## src/hw/cdr_regs.svh

```systemverilog
// Purpose: Register offsets, field positions, reset values for the coil driver register bank.
// Assumes: Byte-wide registers addressed by the serial engine's register number.
// Notes:   Definitions only.
`ifndef CDR_REGS_SVH
`define CDR_REGS_SVH

// ----------------------------------------------------------------------
// Offsets
// ----------------------------------------------------------------------
`define CDR_OFS_UNUSED 8'h01
`define CDR_OFS_CTRL 8'h02
`define CDR_OFS_DRV_HI 8'h03
`define CDR_OFS_DRV_LO 8'h04
`define CDR_OFS_FAULT 8'h05
`define CDR_OFS_MODE 8'h06
`define CDR_OFS_RESON 8'h07

// ----------------------------------------------------------------------
// Fields and reset values
// ----------------------------------------------------------------------
`define CDR_BIT_SOFT_RST 0
`define CDR_BIT_RING_EN 1
`define CDR_BIT_OVERCUR 0
`define CDR_BIT_UNDERVOLT 1
`define CDR_BIT_OPEN 2
`define CDR_BIT_SHORT 3
`define CDR_BIT_THERM 4
`define CDR_MODE_MASK 8'h1F
`define CDR_RST_CTRL 8'h02
`define CDR_RST_DRV 8'h00
`define CDR_RST_FAULT 8'h00
`define CDR_RST_MODE 8'h00
`define CDR_RST_RESON 8'h83

`endif
```

## src/hw/cdr_pkg.sv

```systemverilog
// Purpose: Types shared by the coil driver register bank.
// Assumes: Nothing beyond the register header.
// Notes:   The fault group travels as one packed struct.
package cdr_pkg;

	typedef enum logic {
		CDR_STANDBY,
		CDR_ACTIVE
	} cdr_state_type;

	typedef struct packed {
		logic thermal;
		logic short_c;
		logic open_c;
		logic undervolt;
		logic overcur;
	} cdr_fault_type;

	typedef struct packed {
		logic wr_en;
		logic [7:0] addr;
		logic [7:0] wdata;
	} cdr_wr_type;

endpackage

```

## src/hw/cdr_fault_flags.sv

```systemverilog
// Purpose: Sticky fault flag bits of the coil driver.
// Assumes: Fault inputs are synchronous levels or pulses.
// Notes:   A fault present in the clearing cycle still sets its flag.
`timescale 1ns/1ps

module cdr_fault_flags
	import cdr_pkg::*;
#(
	parameter int NUM_FLAGS = 5
) (
	input wire logic ref_clk_i, // System clock.
	input wire logic rst_i, // Synchronous reset, active high.
	input wire logic clr_i, // Clear all flags.
	input wire logic [NUM_FLAGS-1:0] set_i, // Fault events.
	output logic [NUM_FLAGS-1:0] flags_o // Sticky flags.
);

	// ----------------------------------------------------------------------
	// Per-bit sticky flags
	// ----------------------------------------------------------------------
	genvar gi;
	generate
		for (gi = 0; gi < NUM_FLAGS; gi++) begin : g_flag
			logic flag_ff;
			wire logic nxt_flag = set_i[gi] | (flag_ff & ~clr_i);
			always_ff @(posedge ref_clk_i) begin
				if (rst_i) begin
					flag_ff <= 1'b0;
				end else begin
					flag_ff <= nxt_flag;
				end
			end
			assign flags_o[gi] = flag_ff;
		end
	endgenerate

endmodule

```

## src/hw/cdr_reg_bank.sv

```systemverilog
// Purpose: Software-visible register bank of a voice coil current driver.
// Assumes: A serial bus engine delivers byte writes and register reads as strobes.
// Notes:   Read data is registered; it appears one cycle after the read strobe.
`timescale 1ns/1ps
`include "cdr_regs.svh"

// Behaviour
// - Writing one to control bit 0 restores all registers and enters standby.
// - The soft reset bit clears itself and always reads back zero.
// - Control at 0x02: bit1 ringing enable resets to one, bit0 reset, rest zero.
// - Offset 03 holds setpoint bits 9:8 in bits 1:0; upper bits read zero.
// - Offset 04 holds setpoint bits 7:0, read/write, reset zero.
// - Setpoint is linear, 0.1 mA per code, 0 to 102.3 mA.
// - New setpoint applies only when the low byte write completes.
// - Fault register 0x05: thermal, short, open, undervoltage, overcurrent at bits 4..0.
// - All fault flags clear on the standby to active transition; a fault present in that cycle still sets its flag.
// - After thermal trip, stay in standby until the thermal condition clears.
// - Nonzero setpoint means active with output enabled; zero means standby.
// - Thermal, short or open fault while active drops to standby, clears setpoint.
module cdr_reg_bank
	import cdr_pkg::*;
#(
	parameter int SETPOINT_W = 10
) (
	input wire logic ref_clk_i, // System clock, 20 MHz.
	input wire logic rst_i, // Synchronous reset, active high.
	input wire logic wr_en_i, // Register write strobe.
	input wire logic [7:0] addr_i, // Register number.
	input wire logic [7:0] wdata_i, // Write data.
	input wire logic rd_en_i, // Register read strobe.
	output logic [7:0] rdata_o, // Read data, valid the cycle after rd_en_i.
	input wire logic thermal_i, // Thermal shutdown condition level.
	input wire logic short_i, // Coil short detected.
	input wire logic open_i, // Coil open detected.
	input wire logic undervolt_i, // Undervoltage lockout detected.
	input wire logic overcur_i, // Overcurrent detected.
	output logic [SETPOINT_W-1:0] setpoint_o, // Applied coil current code.
	output logic drive_en_o, // Output stage enable, high when active.
	output logic ring_en_o, // Ringing compensation enable.
	output logic [7:0] mode_o, // Drive mode register contents.
	output logic [7:0] reson_o // Resonance tuning register contents.
);

	// ----------------------------------------------------------------------
	// Storage
	// ----------------------------------------------------------------------
	cdr_wr_type wr;
	cdr_fault_type fault_in;
	cdr_state_type state_ff, nxt_state;
	logic ring_en_ff;
	logic [1:0] drv_hi_ff;
	logic [7:0] drv_lo_ff;
	logic [SETPOINT_W-1:0] setpoint_ff, nxt_setpoint;
	logic [7:0] mode_ff;
	logic [7:0] reson_ff;
	logic [7:0] rdata_ff;
	logic drive_en_ff;
	logic [4:0] flags;

	assign wr = '{wr_en: wr_en_i, addr: addr_i, wdata: wdata_i};
	assign fault_in = '{thermal: thermal_i, short_c: short_i, open_c: open_i,
		undervolt: undervolt_i, overcur: overcur_i};

	// ----------------------------------------------------------------------
	// Decode
	// ----------------------------------------------------------------------
	wire logic wr_ctrl = wr.wr_en && (wr.addr == `CDR_OFS_CTRL);
	wire logic wr_hi = wr.wr_en && (wr.addr == `CDR_OFS_DRV_HI);
	wire logic wr_lo = wr.wr_en && (wr.addr == `CDR_OFS_DRV_LO);
	wire logic wr_mode = wr.wr_en && (wr.addr == `CDR_OFS_MODE);
	wire logic wr_reson = wr.wr_en && (wr.addr == `CDR_OFS_RESON);
	wire logic soft_reset_bit = wr_ctrl && wr.wdata[`CDR_BIT_SOFT_RST];
	wire logic any_rst = rst_i || soft_reset_bit;
	wire logic hard_fault = fault_in.thermal || fault_in.short_c || fault_in.open_c;
	wire logic fault_drop = (state_ff == CDR_ACTIVE) && hard_fault;
	wire logic [SETPOINT_W-1:0] wr_setpoint = {drv_hi_ff, wr.wdata};
	wire logic go_active = (state_ff == CDR_STANDBY) && (nxt_state == CDR_ACTIVE);

	// The setpoint loads on a low-byte write and clears on a fault drop; a high-byte write is just staged.
	always_comb begin
		nxt_setpoint = setpoint_ff;
		if (fault_drop) begin
			nxt_setpoint = '0;
		end else if (wr_lo) begin
			nxt_setpoint = wr_setpoint;
		end
	end

	// Thermal condition blocks a return to active while it persists.
	always_comb begin
		nxt_state = state_ff;
		case (state_ff)
			CDR_STANDBY: begin
				if (nxt_setpoint != '0 && !fault_in.thermal) begin
					nxt_state = CDR_ACTIVE;
				end
			end
			CDR_ACTIVE: begin
				if (fault_drop || nxt_setpoint == '0) begin
					nxt_state = CDR_STANDBY;
				end
			end
			default: nxt_state = CDR_STANDBY;
		endcase
	end

	// ----------------------------------------------------------------------
	// Registers
	// ----------------------------------------------------------------------
	always_ff @(posedge ref_clk_i) begin
		if (any_rst) begin
			state_ff <= CDR_STANDBY;
			setpoint_ff <= '0;
			drive_en_ff <= 1'b0;
		end else begin
			state_ff <= nxt_state;
			setpoint_ff <= nxt_setpoint;
			drive_en_ff <= (nxt_state == CDR_ACTIVE);
		end
	end

	always_ff @(posedge ref_clk_i) begin
		if (any_rst) begin
			ring_en_ff <= 1'(`CDR_RST_CTRL >> `CDR_BIT_RING_EN);
			drv_hi_ff <= 2'h0;
			drv_lo_ff <= `CDR_RST_DRV;
			mode_ff <= `CDR_RST_MODE;
			reson_ff <= `CDR_RST_RESON;
		end else begin
			if (wr_ctrl) ring_en_ff <= wr.wdata[`CDR_BIT_RING_EN];
			if (fault_drop) begin
				drv_hi_ff <= 2'h0;
				drv_lo_ff <= 8'h00;
			end else begin
				if (wr_hi) drv_hi_ff <= wr.wdata[1:0];
				if (wr_lo) drv_lo_ff <= wr.wdata;
			end
			if (wr_mode) mode_ff <= wr.wdata & `CDR_MODE_MASK;
			if (wr_reson) reson_ff <= wr.wdata;
		end
	end

	cdr_fault_flags #(
		.NUM_FLAGS(5)
	) u_flags (
		.ref_clk_i(ref_clk_i),
		.rst_i(any_rst),
		.clr_i(go_active),
		.set_i(fault_in),
		.flags_o(flags)
	);

	// ----------------------------------------------------------------------
	// Read path
	// ----------------------------------------------------------------------
	wire logic [7:0] rd_mux =
		(addr_i == `CDR_OFS_CTRL) ? {6'h00, ring_en_ff, 1'b0} :
		(addr_i == `CDR_OFS_DRV_HI) ? {6'h00, drv_hi_ff} :
		(addr_i == `CDR_OFS_DRV_LO) ? drv_lo_ff :
		(addr_i == `CDR_OFS_FAULT) ? {3'h0, flags} :
		(addr_i == `CDR_OFS_MODE) ? mode_ff :
		(addr_i == `CDR_OFS_RESON) ? reson_ff : 8'h00;

	always_ff @(posedge ref_clk_i) begin
		if (rst_i) begin
			rdata_ff <= 8'h00;
		end else if (rd_en_i) begin
			rdata_ff <= rd_mux;
		end
	end

	assign rdata_o = rdata_ff;
	assign setpoint_o = setpoint_ff;
	assign drive_en_o = drive_en_ff;
	assign ring_en_o = ring_en_ff;
	assign mode_o = mode_ff;
	assign reson_o = reson_ff;
endmodule

```

## config.mk

```make
export PLATFORM = sky130hd
export DESIGN_NAME = cdr_reg_bank
export DESIGN_NICKNAME = d
export VERILOG_FILES = /design/src/hw/cdr_pkg.sv /design/src/hw/cdr_fault_flags.sv /design/src/hw/cdr_reg_bank.sv
export VERILOG_INCLUDE_DIRS = /design/src /design/src/hw
export SDC_FILE = /design/constraint.sdc
export NUM_CORES = 1
export LEC_CHECK = 0
export BUFFER_PORTS_ARGS = -buffer_cell sky130_fd_sc_hd__buf_2
export CORE_MARGIN = 2
export CORE_UTILIZATION = 51
export DETAILED_ROUTE_END_ITERATION = 16
export PLACE_DENSITY = 0.78
export SETUP_SLACK_MARGIN = 0.1
export SLEW_MARGIN = 0
export SYNTH_ARGS = -nofsm -noshare
export SYNTH_HDL_FRONTEND = slang
export SYNTH_SLANG_ARGS = --single-unit
```

## constraint.sdc

```tcl
create_clock -name ref_clk_i -period 1.7 [get_ports ref_clk_i]
set_input_delay 0.085 -clock ref_clk_i [delete_from_list [all_inputs] [get_ports ref_clk_i]]
set_output_delay 0.085 -clock ref_clk_i [all_outputs]
set_load 0.05 [all_outputs]
```

==> After elaboration in Yosys (flattened, before gate mapping) <==
Index checks and enable logic that the tools add are counted.
{ "op_classes": {"eq_ne": 6, "n_reduce_logical": 17, "bitwise": 12, "mux": 11} }
{ "op_table": {"columns": ["op", "count"], "rows": [
  ["$mux 8", 6],
  ["$eq 8x3->1 const B", 4],
  ["$mux 10", 2],
  ["$eq 8x2->1 const B", 2],
  ["$logic_not 10->1", 1],
  ["$reduce_bool 10->1", 1],
  ["$logic_and 1x1->1", 9],
  ["$and 1x1->1", 5],
  ["$or 1x1->1", 5],
  ["$logic_or 1x1->1", 4],
  ["$mux 1", 2],
  ["$not 1->1", 2],
  ["$pmux 1 s2", 1],
  ["$reduce_or 2->1", 1],
  ["$logic_not 1->1", 1]
]} }
{ "totals": {"inputBits": 25, "out_inout_bits": 36, "register_bits": 48} }

==> Longest topological paths before layout <==
{ "depth": {"word_depth": 12, "ltp_mapped": 7} }

==> Modules after synthesis <==
From an unflattened synthesis, not the netlist that was laid out.
{ "hier_totals": {"hier_cells": 226, "hier_area_um2": 2160.8} }
{ "by_module_without_submodules": {"columns": ["mod", "seq_area_each_um2", "instances", "area_each_um2", "cells_each"], "rows": [
  ["cdr_reg_bank", 860.8, 1, 1948.1, 201],
  ["cdr_fault_flags", 100.1, 1, 212.7, 25]
]} }

==> Worst setup path before layout <==
Ideal clock, no wire load.
{ "synth_timing": {"path_kind": "reg-to-reg", "from": "reg setpoint_ff[5], in the netlist setpoint_o[5]", "to": "reg u_flags.g_flag[0].flag_ff", "slack_ps": -66, "path_stages_with_launch": 6, "arrival_time_ps": 1679, "n_path_buf": 0, "setup_ps": 87, "period_less_slack_ps": 1766, "path_cell_list": "dfxtp_1 > or4_1 > nor4_1 > mux2_2 > a31oi_4 > o31ai_1"} }
{ "synth_via": {"elab_chain_len": 10} }
{ "synth_lines": {"columns": ["element", "line_no", "source"], "rows": [
  ["start, declared", "cdr_reg_bank.sv:53", "logic [SETPOINT_W-1:0] setpoint_ff, nxt_setpoint;"],
  ["start signal, assigned", "cdr_reg_bank.sv:117", "setpoint_ff <= nxt_setpoint;"],
  ["$mux 10 (*)", "cdr_reg_bank.sv:84", "end else if (wr_lo) begin"],
  ["$mux 10 (*)", "cdr_reg_bank.sv:82", "if (fault_drop) begin"],
  ["$logic_not 10->1 / $reduce_bool 10->1 (equally long branches)", "cdr_reg_bank.sv:99, cdr_reg_bank.sv:94", null],
  ["$logic_or 1x1->1 / $logic_and 1x1->1 (equally long branches)", "cdr_reg_bank.sv:99, cdr_reg_bank.sv:94", null],
  ["$mux 1, on equally long branches", "cdr_reg_bank.sv:99, cdr_reg_bank.sv:94", null],
  ["$pmux 1 s2 (*)", "cdr_reg_bank.sv:92", "case (state_ff)"],
  ["$logic_and 1x1->1 (*)", "cdr_reg_bank.sv:77", "wire logic go_active = (state_ff == CDR_STANDBY) && (nxt_state == CDR_ACTIVE);"],
  ["$not 1->1 (*)", "cdr_fault_flags.sv:25", "wire logic nxt_flag = set_i[gi] | (flag_ff & ~clr_i);"],
  ["$and 1x1->1 (*)", "cdr_fault_flags.sv:25", null],
  ["$or 1x1->1 (*)", "cdr_fault_flags.sv:25", null],
  ["end signal, assigned", "cdr_fault_flags.sv:30", "flag_ff <= nxt_flag;"],
  ["end, declared", "cdr_fault_flags.sv:24", "logic flag_ff;"]
]} }
Every way passes the cells marked *; elsewhere a longest branch is shown, timed or not.
A chain may end at the register's enable or synchronous reset.

==> Worst setup path in the final report <==
{ "layout_timing": {"from": "reg setpoint_ff[1], in the netlist setpoint_o[1]", "to": "reg u_flags.g_flag[2].flag_ff"} }
{ "layout_via": {"elab_chain_len": 10} }
{ "layout_lines": {"columns": ["element", "line_no"], "rows": [
  ["$mux 10 (*)", "cdr_reg_bank.sv:84"],
  ["$mux 10 (*)", "cdr_reg_bank.sv:82"],
  ["$logic_not 10->1 / $reduce_bool 10->1 (equally long branches)", "cdr_reg_bank.sv:99, cdr_reg_bank.sv:94"],
  ["$logic_or 1x1->1 / $logic_and 1x1->1 (equally long branches)", "cdr_reg_bank.sv:99, cdr_reg_bank.sv:94"],
  ["$mux 1, on equally long branches", "cdr_reg_bank.sv:99, cdr_reg_bank.sv:94"],
  ["$pmux 1 s2 (*)", "cdr_reg_bank.sv:92"],
  ["$logic_and 1x1->1 (*)", "cdr_reg_bank.sv:77"],
  ["$not 1->1 (*)", "cdr_fault_flags.sv:25"],
  ["$and 1x1->1 (*)", "cdr_fault_flags.sv:25"],
  ["$or 1x1->1 (*)", "cdr_fault_flags.sv:25"],
  ["end signal, assigned", "cdr_fault_flags.sv:30"],
  ["end, declared", "cdr_fault_flags.sv:24"]
]} }
Marks and branches as above.

==> results.md <==
* Max Used Layer: met4
* Commonest non-fill, non-tap cell in the layout: buf_2
* Vias/cell at around 5.5
* Top area cells in the synthesized netlist: dfxtp_1 44%, nand2_1 7.5%, a21oi_1 6.8%
* Period utilization at 98.5%
* Largest net degree at the start of global routing at 20
* Initial core utilization at a little over half
* Avg Synthesized Cell Area at approximately 9.5 sq um
* Yosys reg bits at between 40 and 50
* Setup TNS at 0 ns
* Design Power at approximately 2.2 mW
* Setup CP Type: flip-flop to flip-flop
* Setup crit end kind: flip-flop
* Leak at 1.17 nW
* Sink Count at 48
* Crit path largest cell delay at 0.54 ns
* CTS tree: yes
* Initial drt markers at 97
* Core Util, Final at 66.1%
* Synth area leader: dfxtp_1
* Pre-antenna DRT Iters at 4
* Core area at about 4000 sq um
* Yosys warns at 0
* GP Congestion at ~0.8
* CP max stage cell: or4_4
* Io pins at between 60 and 70
* Clock latency on the worst-skew pair at roughly 0.30 ns
* P per Cell Area at 802 nW/um^2
* Delay-heaviest family, CP: simple AND/OR/NAND/NOR gates
* Peak supply drop at around 0.00038 V
* Synth async-reset ratio at 0%
* Die Y at approximately 70 um
* Fmax achieved at ~600 MHz
* Reg clk slew, reported paths at 0.09 ns
* Commonest non-fill, non-tap cells in the layout: 57 x buf_2, 44 x nand2_1, 44 x dfxtp_1
* Die width at around 70 um
* # diodes at 0
* Final Hold Vio Count at 0
* Crit path time final at 1.67 ns
* Syn-to-layout area delta at 22.8%
* Area share of the largest cell type after synthesis at a little over two fifths
* Worst path cell trace: or4_4 -> nor4_4 -> mux2_4 -> a31oi_4 -> o31ai_1
* Htree depth at 2
* Die area at about 5000 sq um
* PortBufs at 57
* Synth Instances at about 230
* Worst Tran Pin Value at 0.547 ns
* Routed vias at roughly 1900
* Clock Path Buffers at 2
* CP startpoint kind: flip-flop
* DRT antenna net count at 0
* Post-Route M1 WL at between 2000 and 2500 um
* Final wirelength at 5350 um
* Clock Tree Root: clkbuf_8
* Met2 WL post-DR at about 2500 um
* MaxCap Viol Count at 0
* RSZ-0062 raised after global routing: true
* Total GRT Usage at 21.9%
* Tightest Hold Check Type: primary input to flip-flop
* Post-synth cell types at 44
* CP Buf/Inv Count at 0
* Post-DP Area at 2520 sq um
* Routed wire per std cell at ~16 um
* Residual DRC count at 0
* Nets at ~320
* Metal3 WL at just over 300 um
* Vias in the first global route at between 1500 and 2000
* Arrival @ worst endpoint at ~1.9 ns
* Slew headroom at 63.4%
* Data required, critical path at roughly 1.9 ns
* Main synth FF type: dfxtp_1
* Num CTS Buffers at 5
* Layout cell share with drive strength beyond 1 at a little over a third
* GRT overflow at 0
* Initial antenna violation count at 0
* # setup viols final at 0
* First-pass GRT wire length at about 8400 um
* CP Max Fanout at 4
* Post-route cell area at about 2700 sq um
* Post-synthesis sequential area ratio at a little over two fifths
* Cell Area, Synth at ~2200 sq um
* Row cnt at 23
* Status: finished, final reports clean
* Setup Skew at 0.0114 ns
* Hpwl dp at 3950 um
* Final slew viol count at 0
* EDFF count, synth at 0
## worst paths after layout
path | from | to | slack, ns | cells past startpoint
setup / recovery | setpoint_o[1] | u_flags.g_flag[2].flag_ff | 0.03 | 5
hold / removal | open_i | u_flags.g_flag[2].flag_ff | 0.02 | 3
setup reg to reg | setpoint_o[1] | u_flags.g_flag[2].flag_ff | 0.03 | 5
hold reg to reg | setpoint_o[3] | setpoint_o[3] | 0.47 | 2
## per-layer routing
layer | GRT usage (%) | vias up
li1 | - | 935
met1 | 29.1 | 874
met2 | 34.5 | 67
met3 | 4.51 | 16
met4 | 9.40 | 0
met5 | 0 | -
## worst min-delay path: cells and delay by family
family,cells,cell delay (ns)
AO/OA/AOI/OAI,1,0.05
buffers and inverters,1,0.10
AND/OR/NAND/NOR,1,0.05
## Yosys cell counts, types with 2 or more instances
cell and instances:
a21oi_1 30, a22o_1 3, a31oi_4 2, buf_1 2, buf_2 4, buf_4 3, buf_6 5, clkbuf_1 2
dfxtp_1 48, inv_1 4, mux2_2 2, mux2i_1 10, mux4_2 5, nand2_1 44, nand2b_1 6, nand3_1 13
nor2_1 15, nor4_1 2, o31ai_1 5, or4_1 2
## final cells by class
class | instances | area, sq um
fill | 363 | 1390
multi-input combinational | 164 | 1130
sequential | 48 | 971
timing repair buffer | 71 | 408
clock buffer | 5 | 68.8
tap | 50 | 62.6
clock inverter | 3 | 42.5
inverter | 4 | 15.0
## cells by family (layout without fill, tap and decap cells)
logic type / after synthesis / after routing / synth area share (%)
and+or+nand+nor: 95 / 95 / 22.3
AOI/OAI and AO/OA: 48 / 48 / 15.7
DFF: 48 / 48 / 43.7
buffers and inverters: 21 / 83 / 6.77
muxes: 18 / 18 / 11.4
other: 1 / 3 / 0.170
## flip-flops by register name, summed over array words and instances (netlist names)
signal                  flops
drive_en_o                  1
drv_hi_ff                   2
drv_lo_ff                   8
mode_o                      5
rdata_o                     8
reson_o                     8
ring_en_o                   1
setpoint_o                 10
u_flags.g_flag.flag_ff      5
## metrics by stage
stage               worst slack [ns]  std cells  hold WS (ns)
finish                        0.0253        345        0.0191
global route                 -0.0460        345        0.0353
CTS                           0.0351        345        0.0146
detailed placement            0.0159        333         0.298
global placement              0.0642        333         0.290
floorplan                     0.0721        233         0.193
## what timing repair did
item                                    in CTS  in global routing
setup buffers                                2                  1
pin swaps                                    1                  6
hold buffers                                 2                  0
endpoints found under the setup margin       4                  6
gates resized for setup                      2                  4
hold endpoints to repair                     2                  0
## where the power goes
group          switching (mW)  leakage, nW  internal [mW]  total, mW
Clock                   0.388       0.0558          0.436      0.824
Combinational           0.121        0.722         0.0789      0.199
Sequential            0.00949        0.391           1.13       1.14
Total                   0.518         1.17           1.65       2.17
(Power assumes the default switching activity.)
